**config.mk**
```make
export PLATFORM = sky130hd
export DESIGN_NAME = tx_pattern_gen
export DESIGN_NICKNAME = d
export VERILOG_FILES = /design/src/inc/tx_pattern_pkg.sv /design/src/logic/burst_length_table.sv /design/src/logic/tx_pattern_gen.sv
export VERILOG_INCLUDE_DIRS = /design/src /design/src/inc
export SDC_FILE = /design/constraint.sdc
export NUM_CORES = 1
export LEC_CHECK = 0
export BUFFER_PORTS_ARGS = -buffer_cell sky130_fd_sc_hd__buf_4
export CAP_MARGIN = 20
export CORE_ASPECT_RATIO = 0.5
export CORE_MARGIN = 2
export CORE_UTILIZATION = 59
export DETAILED_ROUTE_END_ITERATION = 7
export PLACE_DENSITY = 0.81
export SLEW_MARGIN = 10
export SYNTH_ARGS = -nofsm -noshare
export SYNTH_HDL_FRONTEND = slang
export SYNTH_SLANG_ARGS = --single-unit
```
**constraint.sdc**
```tcl
create_clock -name core_clk -period 18.85 [get_ports core_clk]
set_input_delay 4.7125 -clock core_clk [delete_from_list [all_inputs] [get_ports core_clk]]
set_output_delay 4.7125 -clock core_clk [all_outputs]
set_load 0.02 [all_outputs]
```
**src/inc/tx_pattern_map.svh**
```systemverilog
// Register map, field positions, reset values and timing counts of the
// transmit pattern generator. Included by the package users; definitions only.
// What this block does
// - Pattern three: 8 bits at 23:16 of two/three register, rw, reset zero.
// - Pattern two: 8 bits at 7:0; bits 31:24 and 15:8 reserved, read-only.
// - Symbol-one burst length code 30:27 maps to 8..256 bits by table.
// - Symbol-zero burst length code 22:19 uses the same sixteen-entry table.
// - Bit 26 picks zero or one bits for the symbol-one burst.
// - Bit 25 set: symbol one is its burst alone, no pattern bits.
// - Bit 24 set: symbol one gets a burst sized by its length code.
// - Bit 18 picks zero or one bits for the symbol-zero burst.
// - Bit 17 set: symbol zero is its burst alone, no pattern bits.
// - Bit 16 set: symbol zero gets a burst sized by its length code.
// - Bits 15:13 give symbol-three valid bits as value plus one.
// - Bits 12:10 give symbol-two valid bits as value plus one.
// - Bits 9:5 give symbol-one valid bits as value plus one, up to 31.
// - Bits 4:0 give symbol-zero valid bits as value plus one, up to 31.
// - Symbols zero and one patterns live in full 32-bit registers, reset zero.
// - Frame configuration selects opening and closing symbol; zero selects none.
`ifndef TX_PATTERN_MAP_SVH
`define TX_PATTERN_MAP_SVH

// Register indices; byte address is four times the index
`define IDX_PAT_ONE 10'h00A
`define IDX_PAT_ZERO 10'h00B
`define IDX_TX_PATTERN_TWO_THREE_DEFINITION 10'h00D
`define IDX_TX_PATTERN_SYMBOL_CONFIGURATION 10'h00E
`define IDX_FRAME_CFG 10'h00F
`define IDX_CTRL 10'h010

// Reset values
`define RST_PAT_WORD 32'h00000000
`define RST_PAT_BYTE 8'h00
`define RST_SYM_CFG 32'h00000000
`define RST_FRAME_SEL 4'h0

// Two/three definition register fields
`define F_PAT_THREE_HI 23
`define F_PAT_THREE_LO 16
`define F_PAT_TWO_HI 7
`define F_PAT_TWO_LO 0

// Symbol configuration fields; reserved bits 31 and 23 masked off
`define SYM_CFG_RW_MASK 32'h7F7FFFFF
`define F_ONE_BLEN_HI 30
`define F_ONE_BLEN_LO 27
`define F_ONE_BPOL 26
`define F_ONE_BALONE 25
`define F_ONE_BON 24
`define F_ZERO_BLEN_HI 22
`define F_ZERO_BLEN_LO 19
`define F_ZERO_BPOL 18
`define F_ZERO_BALONE 17
`define F_ZERO_BON 16
`define F_THREE_LEN_HI 15
`define F_THREE_LEN_LO 13
`define F_TWO_LEN_HI 12
`define F_TWO_LEN_LO 10
`define F_ONE_LEN_HI 9
`define F_ONE_LEN_LO 5
`define F_ZERO_LEN_HI 4
`define F_ZERO_LEN_LO 0
`define LEN5_MAX_CODE 5'h1E

// Frame configuration and control fields
`define F_STOP_SEL_HI 3
`define F_STOP_SEL_LO 2
`define F_START_SEL_HI 1
`define F_START_SEL_LO 0
`define F_CTRL_GO 0
`define F_CTRL_BUSY 1

// Last bit divider count; a bit lasts sixteen core clock cycles
`define BIT_DIV_LAST 4'hF

`endif

```
**src/inc/tx_pattern_pkg.sv**
```systemverilog
// Types shared by the transmit pattern generator files.
// Assumes the map header is compiled alongside.
package tx_pattern_pkg;

  typedef enum logic [2:0] {
    ST_IDLE,
    ST_LOAD,
    ST_BURST,
    ST_PATTERN,
    ST_NEXT
  } gen_state_t;

  typedef logic [1:0] symbol_id_t;
  typedef logic [8:0] burst_len_t;

endpackage

```
**src/logic/burst_length_table.sv**
```systemverilog
// Burst length lookup: four-bit code to number of burst bits.
// Assumes a registered caller; output is purely combinational.
`timescale 1ns/10ps
`default_nettype none
module burst_length_table
  import tx_pattern_pkg::*;
(
  // Code in
  input wire logic [3:0] code,
  // Length out
  output var burst_len_t bits
);

  always_comb begin
    case (code)
      4'h0: bits = 9'h008;
      4'h1: bits = 9'h00C;
      4'h2: bits = 9'h010;
      4'h3: bits = 9'h018;
      4'h4: bits = 9'h020;
      4'h5: bits = 9'h028;
      4'h6: bits = 9'h030;
      4'h7: bits = 9'h040;
      4'h8: bits = 9'h050;
      4'h9: bits = 9'h060;
      4'hA: bits = 9'h070;
      4'hB: bits = 9'h080;
      4'hC: bits = 9'h0A0;
      4'hD: bits = 9'h0C0;
      4'hE: bits = 9'h0E0;
      default: bits = 9'h100;
    endcase
  end

endmodule
`default_nettype wire

```
**src/logic/tx_pattern_gen.sv**
```systemverilog
// Transmit pattern generator: APB register file for the four programmable
// symbols and frame selection, plus a serialiser that sends the opening and
// closing symbols of a frame. Assumes APB3 master, one clock, async reset.
`timescale 1ns/10ps
`default_nettype none
`include "tx_pattern_map.svh"
module tx_pattern_gen
  import tx_pattern_pkg::*;
(
  // Clock and reset
  input wire logic core_clk,
  input wire logic rst,
  // APB slave
  input wire logic psel,
  input wire logic penable,
  input wire logic pwrite,
  input wire logic [11:0] paddr,
  input wire logic [31:0] pwdata,
  output logic [31:0] prdata,
  output logic pready,
  output logic pslverr,
  // Serial bit stream to the modulator
  output logic tx_bit,
  output logic tx_bit_strobe,
  output logic tx_active,
  output logic [1:0] tx_symbol_id,
  output logic tx_frame_done
);

  // Register storage
  logic [31:0] pat_one_bits_reg;
  logic [31:0] pat_zero_bits_reg;
  logic [7:0] pattern_two_bits_reg;
  logic [7:0] pattern_three_bits_reg;
  logic [31:0] sym_cfg_reg;
  logic [3:0] frame_sel_reg;
  // APB answer flops
  logic [31:0] prdata_reg;
  logic pready_reg;
  logic pslverr_reg;
  // Generator state
  gen_state_t state_reg;
  logic stage_reg;
  logic [8:0] cnt_reg;
  logic [31:0] shift_reg;
  logic [3:0] div_reg;
  symbol_id_t sym_reg;
  logic tx_bit_reg;
  logic tx_strobe_reg;
  logic frame_done_reg;

  // Address decode
  wire [9:0] idx = paddr[11:2];
  wire hit_one = (idx == `IDX_PAT_ONE);
  wire hit_zero = (idx == `IDX_PAT_ZERO);
  wire hit_two_three = (idx == `IDX_TX_PATTERN_TWO_THREE_DEFINITION);
  wire hit_cfg = (idx == `IDX_TX_PATTERN_SYMBOL_CONFIGURATION);
  wire hit_frame = (idx == `IDX_FRAME_CFG);
  wire hit_ctrl = (idx == `IDX_CTRL);
  wire hit_any = hit_one | hit_zero | hit_two_three | hit_cfg | hit_frame | hit_ctrl;
  wire setup_phase = psel & ~penable;
  wire wr_commit = psel & penable & pready_reg & pwrite & hit_any;
  wire busy = (state_reg != ST_IDLE);
  // A start request while a frame runs is dropped, not queued
  wire go = wr_commit & hit_ctrl & pwdata[`F_CTRL_GO] & ~busy;

  // Configuration fields
  wire [3:0] one_blen = sym_cfg_reg[`F_ONE_BLEN_HI:`F_ONE_BLEN_LO];
  wire [3:0] zero_blen = sym_cfg_reg[`F_ZERO_BLEN_HI:`F_ZERO_BLEN_LO];
  wire [4:0] one_len = sym_cfg_reg[`F_ONE_LEN_HI:`F_ONE_LEN_LO];
  wire [4:0] zero_len = sym_cfg_reg[`F_ZERO_LEN_HI:`F_ZERO_LEN_LO];
  wire [2:0] two_len = sym_cfg_reg[`F_TWO_LEN_HI:`F_TWO_LEN_LO];
  wire [2:0] three_len = sym_cfg_reg[`F_THREE_LEN_HI:`F_THREE_LEN_LO];
  wire [1:0] start_sel = frame_sel_reg[`F_START_SEL_HI:`F_START_SEL_LO];
  wire [1:0] stop_sel = frame_sel_reg[`F_STOP_SEL_HI:`F_STOP_SEL_LO];

  wire [4:0] one_len_c = (one_len > `LEN5_MAX_CODE) ? `LEN5_MAX_CODE : one_len;
  wire [4:0] zero_len_c = (zero_len > `LEN5_MAX_CODE) ? `LEN5_MAX_CODE : zero_len;
  wire [8:0] one_bits_n = {4'h0, one_len_c} + 9'h001;
  wire [8:0] zero_bits_n = {4'h0, zero_len_c} + 9'h001;
  wire [8:0] two_bits_n = {6'h00, two_len} + 9'h001;
  wire [8:0] three_bits_n = {6'h00, three_len} + 9'h001;

  wire [1:0] sel_code = stage_reg ? stop_sel : start_sel;
  wire sel_none = (sel_code == 2'b00);
  // Opening codes name symbols 0..2, closing codes name symbols 1..3
  wire [1:0] sel_sym = stage_reg ? sel_code : (sel_code - 2'b01);

  // Per-symbol view of the chosen symbol
  wire is_zero = (sel_sym == 2'd0);
  wire is_one = (sel_sym == 2'd1);
  // Symbols two and three have no burst, so their burst switches are don't-care
  // burst enables
  wire sel_bon = (is_zero & sym_cfg_reg[`F_ZERO_BON]) | (is_one & sym_cfg_reg[`F_ONE_BON]);
  wire sel_alone = is_zero ? sym_cfg_reg[`F_ZERO_BALONE] : sym_cfg_reg[`F_ONE_BALONE];
  wire sel_pol = is_zero ? sym_cfg_reg[`F_ZERO_BPOL] : sym_cfg_reg[`F_ONE_BPOL];
  wire [3:0] sel_blen = is_zero ? zero_blen : one_blen;
  burst_len_t sel_burst_bits;

  burst_length_table u_table (
    .code(sel_blen),
    .bits(sel_burst_bits)
  );

  wire [31:0] sel_pattern =
    (sel_sym == 2'd0) ? pat_zero_bits_reg :
    (sel_sym == 2'd1) ? pat_one_bits_reg :
    (sel_sym == 2'd2) ? {24'h000000, pattern_two_bits_reg} :
                        {24'h000000, pattern_three_bits_reg};
  wire [8:0] sel_pat_bits =
    (sel_sym == 2'd0) ? zero_bits_n :
    (sel_sym == 2'd1) ? one_bits_n :
    (sel_sym == 2'd2) ? two_bits_n : three_bits_n;

  // Bit-rate enable; held in phase with the start of each frame
  wire tick = (div_reg == `BIT_DIV_LAST);
  wire last_cnt = (cnt_reg == 9'h001);

  // Read data mux; reserved bits read as zero
  wire [31:0] rd_two_three = {8'h00, pattern_three_bits_reg, 8'h00, pattern_two_bits_reg};
  wire [31:0] rd_ctrl = {30'h00000000, busy, 1'b0};
  wire [31:0] rd_data =
    hit_one ? pat_one_bits_reg :
    hit_zero ? pat_zero_bits_reg :
    hit_two_three ? rd_two_three :
    hit_cfg ? sym_cfg_reg :
    hit_frame ? {28'h0000000, frame_sel_reg} :
    hit_ctrl ? rd_ctrl : 32'h00000000;

  // APB answer: captured in setup, given in the first access cycle
  always_ff @(posedge core_clk or posedge rst) begin
    if (rst) begin
      prdata_reg <= 32'h00000000;
      pready_reg <= 1'b0;
      pslverr_reg <= 1'b0;
    end else begin
      pready_reg <= setup_phase;
      pslverr_reg <= setup_phase & ~hit_any;
      if (setup_phase & ~pwrite) begin
        prdata_reg <= rd_data;
      end
    end
  end

  always_ff @(posedge core_clk or posedge rst) begin
    if (rst) begin
      pat_one_bits_reg <= `RST_PAT_WORD;
      pat_zero_bits_reg <= `RST_PAT_WORD;
      pattern_two_bits_reg <= `RST_PAT_BYTE;
      pattern_three_bits_reg <= `RST_PAT_BYTE;
    end else if (wr_commit) begin
      if (hit_one) begin
        pat_one_bits_reg <= pwdata;
      end
      if (hit_zero) begin
        pat_zero_bits_reg <= pwdata;
      end
      if (hit_two_three) begin
        pattern_two_bits_reg <= pwdata[`F_PAT_TWO_HI:`F_PAT_TWO_LO];
        pattern_three_bits_reg <= pwdata[`F_PAT_THREE_HI:`F_PAT_THREE_LO];
      end
    end
  end

  // Polarity and burst-only are read live during a frame; avoid writes while busy
  // Configuration registers; writes take effect at once, even while a frame runs
  always_ff @(posedge core_clk or posedge rst) begin
    if (rst) begin
      sym_cfg_reg <= `RST_SYM_CFG;
      frame_sel_reg <= `RST_FRAME_SEL;
    end else if (wr_commit) begin
      if (hit_cfg) begin
        sym_cfg_reg <= pwdata & `SYM_CFG_RW_MASK;
      end
      if (hit_frame) begin
        frame_sel_reg <= pwdata[3:0];
      end
    end
  end

  // Bit divider
  // Held at zero while idle so every frame opens on a full bit period
  always_ff @(posedge core_clk or posedge rst) begin
    if (rst) begin
      div_reg <= 4'h0;
    end else if (!busy || tick) begin
      div_reg <= 4'h0;
    end else begin
      div_reg <= div_reg + 4'h1;
    end
  end

  // Serialiser state machine
  always_ff @(posedge core_clk or posedge rst) begin
    if (rst) begin
      state_reg <= ST_IDLE;
      stage_reg <= 1'b0;
      cnt_reg <= 9'h000;
      shift_reg <= 32'h00000000;
      sym_reg <= 2'd0;
      tx_bit_reg <= 1'b0;
      tx_strobe_reg <= 1'b0;
      frame_done_reg <= 1'b0;
    end else begin
      tx_strobe_reg <= 1'b0;
      frame_done_reg <= 1'b0;
      case (state_reg)
        ST_IDLE: begin
          if (go) begin
            stage_reg <= 1'b0;
            state_reg <= ST_LOAD;
          end
        end
        ST_LOAD: begin
          sym_reg <= sel_sym;
          shift_reg <= sel_pattern;
          if (sel_none) begin
            // An empty stage still passes through NEXT to keep the stage order
            state_reg <= ST_NEXT;
          end else if (sel_bon) begin
            cnt_reg <= sel_burst_bits;
            state_reg <= ST_BURST;
          end else begin
            cnt_reg <= sel_pat_bits;
            state_reg <= ST_PATTERN;
          end
        end
        ST_BURST: begin
          if (tick) begin
            tx_bit_reg <= sel_pol;
            tx_strobe_reg <= 1'b1;
            cnt_reg <= cnt_reg - 9'h001;
            if (last_cnt) begin
              if (sel_alone) begin
                state_reg <= ST_NEXT;
              end else begin
                cnt_reg <= sel_pat_bits;
                state_reg <= ST_PATTERN;
              end
            end
          end
        end
        ST_PATTERN: begin
          if (tick) begin
            tx_bit_reg <= shift_reg[0];
            tx_strobe_reg <= 1'b1;
            shift_reg <= {1'b0, shift_reg[31:1]};
            cnt_reg <= cnt_reg - 9'h001;
            if (last_cnt) begin
              state_reg <= ST_NEXT;
            end
          end
        end
        ST_NEXT: begin
          if (!stage_reg) begin
            stage_reg <= 1'b1;
            state_reg <= ST_LOAD;
          end else begin
            frame_done_reg <= 1'b1;
            state_reg <= ST_IDLE;
          end
        end
        default: begin
          state_reg <= ST_IDLE;
        end
      endcase
    end
  end

  // Outputs
  assign prdata = prdata_reg;
  assign pready = pready_reg;
  assign pslverr = pslverr_reg;
  assign tx_bit = tx_bit_reg;
  assign tx_bit_strobe = tx_strobe_reg;
  assign tx_symbol_id = sym_reg;
  assign tx_frame_done = frame_done_reg;

  // Active flag as its own flop so the output is registered
  logic active_reg;
  always_ff @(posedge core_clk or posedge rst) begin
    if (rst) begin
      active_reg <= 1'b0;
    end else begin
      active_reg <= go | (busy & ~(state_reg == ST_NEXT & stage_reg));
    end
  end
  assign tx_active = active_reg;

endmodule
`default_nettype wire

```
==> impl_metrics.py, run 1 <==
metrics = {
    "final_layout": {
        "final_common_cell": "dfrtp_1",
        "area_delta_synth_final_pct": 13.3,
        "diodes": 0,
        "fin_util": 0.691,
        "drive_gt1_frac": 0.255,
        "fin_cells": 1266,
        "nets": 1088,
        "mostFrequentLayoutCells": "203 x dfrtp_1, 151 x nand2_1, 118 x mux2_2, 95 x o21ai_0, 91 x buf_4",
    },
    "floorplan": {
        "core-area_sq_mm": 0.0166,
        "dieArea_sq_mm": 0.0183,
        "placementRows": 33,
        "die-height_um": 96.6,
        "die_x_um": 189,
        "ioPinCount": 89,
        "start_util": 0.610,
    },
    "synthesis": {
        "synth_cells": 982,
        "synth_top_family_by_area": "compound AO/OA/AOI/OAI gates",
        "ys_ff_latch": 203,
        "avgSynthCellArea_sq_um": 10.3,
        "synthArstFlopShare": 1.00,
        "synth-edff-count": 0,
        "synth_xor_area_frac": 0.00779,
        "ys.flop_type": "dfrtp_1",
        "synthAdderAreaFrac": 0.0148,
        "synthSimpleGateAreaFrac": 0.119,
        "synth-compound-area-share": 0.170,
        "syn_nets": 1043,
        "ys_warn_count": 0,
        "netlist_area_sq_mm": 0.0101,
        "ys_types": 69,
        "yosysSeqAreaShare": 0.502,
        "synthMuxAreaShare": 0.146,
    },
    "power": {
        "clock_power_share": 0.427,
        "total_power_uw": 933,
        "power.switching_uw": 235,
        "sequentialPowerShare": 0.484,
        "ir_drop_uv": 65.3,
        "leakage_nw": 5.35,
        "cellPowerDensity_mw_per_mm2": 81.4,
        "p_int_uw": 698,
        "combinationalPowerShare": 0.089,
        "netSwitchingFraction": 0.252,
    },
    "clock_tree": {
        "clockBufferDepth": 3,
        "postCtsSetupBuffers": 0,
        "clk_latency_ns": 0.50,
        "cts_tree": "yes",
        "htreeDepth": 1,
        "cts_buffers": 19,
        "cts_sinks": 203,
        "holdBufCountCts": 0,
        "cts-root-buf": "clkbuf_16",
        "path_clk_slew_ns": 0.07,
        "ctsResizeCount": 0,
    },
    "drt": {
        "drt_iter0_drc": 909,
        "drc_errors": 0,
        "viasPerCell": 6.47,
        "wirelength_um": 27300,
        "dr.pass1.iters": 8,
        "antenna_left": 0,
        "num_vias": 8191,
        "wl_per_cell_um": 21.6,
    },
    "timing": {
        "setup_tns_ns": 0,
        "clock_skew_ns": 0.00756,
        "fmax_ghz": 0.127,
        "setup_viol": 0,
        "rsz0062_at_grt": "false",
        "maxSlewViolCount": 0,
        "hold_ws_ns": 0.468,
        "relSlewSlack": 0.255,
        "max_slew.worst_pin.slew_ns": 1.12,
        "fin_crit_sh": 0.417,
        "fin_crit_ns": 7.86,
        "finalHoldViolCount": 0,
    },
    "global_routing": {
        "grt_pass1_wl_um": 43600,
        "grt_pass1_vias": 7976,
        "track_usage": 0.302,
        "grt_max_degree": 131,
        "grt_overflow": 0,
        "antenna_found_initial": 0,
    },
    "place": {
        "gp_congestion": 0.916,
        "portBuffers": 86,
        "placed_cells": 1231,
        "hpwl_um": 18000,
    },
    "hold_path": {
        "hold_path_class": "register to register",
    },
    "worst_setup_path": {
        "worst_ep_arrival_time_ns": 8.24,
        "start_kind": "input pin",
        "critPathKind": "input pin to register",
        "crit_fanout": 33,
        "crit_required_ns": 19.23,
        "cp-end-kind": "register",
    },
    "run_status": {
        "status": "finished, final reports clean",
    },
    "flow_run": {
        "cap_violations": 0,
    },
}
-- kinds of logic (layout without fill, tap and decap cells) --
kind of cell / after synthesis / count (layout)
buffers and inverters: 97 / 154
adders and majority gates: 12 / 12
and+or+nand+nor: 262 / 262
DFF: 203 / 203
muxes: 132 / 132
xor gates and xnor gates: 9 / 9
AOI/OAI and AO/OA: 267 / 267
-- worst paths after layout --
path,start,end,depth (start not counted),slack (ns)
max in group asynchronous,rst,pat_one_bits_reg[22],3,13.02
min in group asynchronous,rst,pat_one_bits_reg[13],2,4.39
worst min-delay path,div_reg[0],div_reg[0],1,0.47
worst max register to register,stage_reg,cnt_reg[5],10,15.21
worst min register to register,div_reg[0],div_reg[0],1,0.47
worst max-delay path,paddr[10],pat_one_bits_reg[13],6,10.99
-- layer usage --
layer | track usage | part of all wire | vias to the layer above | wire [um]
li1 | - | - | 3646 | -
met5 | 0 | 0 | - | 0
met4 | 0.0674 | 0.017 | 0 | 474
met1 | 0.453 | 0.43 | 4075 | 11600
met2 | 0.452 | 0.44 | 418 | 12100
met3 | 0.0686 | 0.11 | 52 | 3070
-- cells in the mapped netlist, drive strengths merged (5+ instances only) --
library cell	n	area share
buf	26	0.013
a31oi	11	0.0068
mux2	119	0.13
nor3	7	0.0035
dfrtp	203	0.50
and3	6	0.0038
nand3	17	0.0084
and2	5	0.0033
clkbuf	42	0.016
a221oi	11	0.0095
o21ai	97	0.048
nor2	29	0.011
nand2b	8	0.0049
nand2	155	0.059
xnor2	5	0.0043
mux2i	12	0.012
a222oi	16	0.016
inv	28	0.010
nor3b	5	0.0048
a22o	8	0.0069
a221o	9	0.0089
o22ai	22	0.014
or3	7	0.0043
o221ai	8	0.0069
a21oi	56	0.029
ha	12	0.015
-- cell type report --
type / instances / area [sq um]
multi-input combinational: 682 / 4650
timing repair buffer: 92 / 698
fill: 1243 / 5130
inverter: 29 / 116
clock buffer: 25 / 538
sequential: 203 / 5080
tap: 227 / 284
clock inverter: 8 / 97.6
-- through the flow --
| stage | setup WS (ns) | instance area, sq um |
|---|---|---|
| detailed placement | 10.63 | 10800 |
| finish | 10.99 | 11500 |
| CTS | 11.12 | 11400 |
| floorplan | 8.60 | 10100 |
| global route | 10.95 | 11500 |
| global placement | 10.66 | 10800 |
-- power by group through the flow --
stage / Clock, mW / Sequential (mW) / Combinational (mW)
detailed placement: 0 / 0.459 / 0.0832
floorplan: 0 / 0.457 / 0.0561
global route: 0.422 / 0.452 / 0.0915
finish: 0.399 / 0.452 / 0.0830
CTS: 0.401 / 0.451 / 0.0833
global placement: 0 / 0.459 / 0.0804
-- critical path, cell delays in order --
cell     delay [ns]
buf_4          0.11
or4_4          0.56
nor3b_4        0.40
and3_1         0.96
nand2_2        0.91
mux2_2         0.56
(Power assumes the default switching activity.)
==> inputs of run 2 (changes only) <==
--- a/config.mk
+++ b/config.mk
@@ -6,6 +6,7 @@
 export SDC_FILE = /design/constraint.sdc
 export NUM_CORES = 1
 export LEC_CHECK = 0
+export ABC_AREA = 1
 export BUFFER_PORTS_ARGS = -buffer_cell sky130_fd_sc_hd__buf_4
 export CAP_MARGIN = 20
 export CORE_ASPECT_RATIO = 0.5
==> constraint.sdc (replaced) <==
create_clock -name core_clk -period 7.5 [get_ports core_clk]
set_input_delay 1.875 -clock core_clk [delete_from_list [all_inputs] [get_ports core_clk]]
set_output_delay 1.875 -clock core_clk [all_outputs]
set_load 0.02 [all_outputs]
==> run 2 against run 1 <==
Global-route usage is 2.6 points higher. Clock skew increased by 0.010 ns. Register-to-register slack got worse by 11 ns. Flip-flop and latch count unchanged. Combinational power decreased by 10%. Critical path type unchanged.
==> impl_metrics.py, run 2 <==
metrics = {
    "run_status": {
        "status": "finished, final reports clean",
    },
    "floorplan": {
        "core-area_sq_mm": 0.0172,
        "start_util": 0.597,
        "dieArea_sq_mm": 0.0186,
        "die-height_um": 97.4,
        "ioPinCount": 89,
        "die_x_um": 191,
        "placementRows": 34,
    },
    "global_routing": {
        "track_usage": 0.328,
        "grt_pass1_vias": 8739,
        "grt_overflow": 0,
        "grt_max_degree": 137,
        "antenna_found_initial": 0,
        "grt_pass1_wl_um": 47200,
    },
    "worst_setup_path": {
        "max_stage_delay_ns": 0.60,
        "crit_fanout": 35,
        "cp-end-kind": "register",
        "path_common_cell": "nand2_1",
        "critPathKind": "input pin to register",
        "crit_required_ns": 7.89,
        "cpMaxStageDelayCell": "nor2_1",
        "worst_ep_arrival_time_ns": 4.84,
        "crit_chain": "buf_4 -> nor2_1 -> nand2_1 -> nor2_4 -> nor2_2 -> nand3_2 -> nand2_4 -> clkinv_2 -> nand2_2 -> buf_16 -> nand2_1 -> o21ai_1",
        "start_kind": "input pin",
    },
    "synthesis": {
        "avgSynthCellArea_sq_um": 8.06,
        "ys_ff_latch": 203,
        "syn_nets": 1337,
        "synthArstFlopShare": 1.00,
        "synthMostInstantiatedCell": "nand2_1",
        "synth_top_area_frac": 0.494,
        "synth.top_cells.by_area": "dfrtp_1 49%, nand2_1 12%, o21ai_0 7.7%",
        "ys_warn_count": 0,
        "synth-edff-count": 0,
        "yosysSeqAreaShare": 0.494,
        "netlist_area_sq_mm": 0.0103,
        "ys.flop_type": "dfrtp_1",
        "synth.largest_area_cell": "dfrtp_1",
        "ys_types": 40,
        "synth_commonest_cells": "320 x nand2_1, 203 x dfrtp_1, 159 x o21ai_0, 128 x inv_1, 99 x o21ai_1",
        "synth_cells": 1276,
    },
    "drt": {
        "drt_iter0_drc": 990,
        "dr.pass1.iters": 6,
        "viasPerCell": 5.92,
        "drc_errors": 0,
        "num_vias": 9323,
        "wl_per_cell_um": 18.9,
        "antenna_left": 0,
        "wirelength_um": 29700,
    },
    "final_layout": {
        "final_common_cell": "nand2_1",
        "area_delta_synth_final_pct": 13.3,
        "mostFrequentLayoutCells": "320 x nand2_1, 203 x dfrtp_1, 159 x o21ai_0, 127 x inv_1, 99 x o21ai_1",
        "drive_gt1_frac": 0.118,
        "multi_input_area_sq_mm": 0.00437,
        "nets": 1390,
        "ff_latch_area_sq_mm": 0.00508,
        "diodes": 0,
        "finalInstanceArea_sq_mm": 0.0117,
        "fillers": 1413,
    },
    "place": {
        "hpwl_um": 20200,
        "portBuffers": 86,
        "gp_congestion": 1.01,
        "place_area_sq_mm": 0.0110,
    },
    "timing": {
        "max_slew.worst_pin.slew_ns": 0.992,
        "hold_ws_ns": 0.484,
        "finalHoldViolCount": 0,
        "setup_tns_ns": 0,
        "fmax_ghz": 0.225,
        "fin_crit_ns": 4.45,
        "fin_crit_sh": 0.594,
        "relSlewSlack": 0.339,
        "maxSlewViolCount": 0,
        "clock_skew_ns": 0.0178,
        "setup_viol": 0,
        "rsz0062_at_grt": "false",
    },
    "clock_tree": {
        "clockBufferDepth": 3,
        "htreeDepth": 1,
        "ctsResizeCount": 0,
        "cts-root-buf": "clkbuf_16",
        "cts_sinks": 203,
        "holdBufCountCts": 0,
        "path_clk_slew_ns": 0.07,
        "cts_tree": "yes",
        "clk_latency_ns": 0.50,
        "postCtsSetupBuffers": 0,
        "cts_buffers": 19,
    },
    "power": {
        "ir_drop_uv": 184,
        "sequentialPowerShare": 0.486,
        "cellPowerDensity_mw_per_mm2": 194,
        "netSwitchingFraction": 0.217,
        "clock_power_share": 0.481,
        "total_power_mw": 2.26,
        "leakage_nw": 5.53,
        "power.switching_uw": 491,
        "p_int_mw": 1.77,
        "combinationalPowerShare": 0.033,
    },
    "hold_path": {
        "hold_path_class": "register to register",
    },
    "flow_run": {
        "cap_violations": 0,
    },
}
==> run 2: metal layers <==
metal	routed length, um	GRT usage	vias to the layer above
li1	-	-	4318
met1	13000	0.487	4476
met2	12400	0.474	477
met3	3680	0.103	52
met4	639	0.0722	0
met5	0	0	-
==> run 2: kinds of logic after synthesis <==
group	after synthesis	share of synthesized area
buffers and inverters	195	0.0814
XOR/XNOR	11	0.00937
AO/OA/AOI/OAI	375	0.203
flip-flops	203	0.494
AND/OR/NAND/NOR	480	0.198
adder cells (fa/ha/maj)	12	0.0146
==> run 2: final cells by class <==
type                    count  area share
flip-flops and latches    203       0.436
multi-input cells         878       0.375
repair buffers             91      0.0603
inverters                 136      0.0448
clock buffers              21      0.0423
well taps                 234      0.0251
clock inverters            13      0.0169
==> run 2: final timing paths <==
check	depth (start not counted)	slack (ns)	start	endpoint
setup / recovery	12	3.05	paddr[11]	sym_cfg_reg[19]
hold / removal	2	0.48	prdata[2]	prdata[2]
setup reg to reg	18	4.02	stage_reg	cnt_reg[1]
hold reg to reg	2	0.48	prdata[2]	prdata[2]
max in group asynchronous	3	4.40	rst	pat_zero_bits_reg[28]
min in group asynchronous	2	1.53	rst	cnt_reg[4]
==> run 2: power groups by stage <==
stage	registers, mW	clock network (mW)	logic [mW]
2_1_floorplan	1.12	0	0.0341
3_3_place_gp	1.12	0	0.0726
3_5_place_dp	1.12	0	0.0748
4_1_cts	1.10	1.10	0.0752
5_1_grt	1.10	1.14	0.0829
6_report	1.10	1.09	0.0743
==> run 2: worst max-delay path, delay by kind of cell <==
family | cells | cell delay [ns]
AO/OA/AOI/OAI | 1 | 0.06
AND/OR/NAND/NOR | 8 | 2.25
buffers and inverters | 3 | 0.63
==> run 2: stage by stage <==
stage           util  setup slack, ns  cells
6_report       0.677             3.05   1576
5_1_grt        0.677             2.91   1576
4_1_cts        0.677             3.15   1576
3_5_place_dp   0.637             2.66   1542
3_3_place_gp   0.635             2.62   1541
2_1_floorplan      -           0.0859   1276
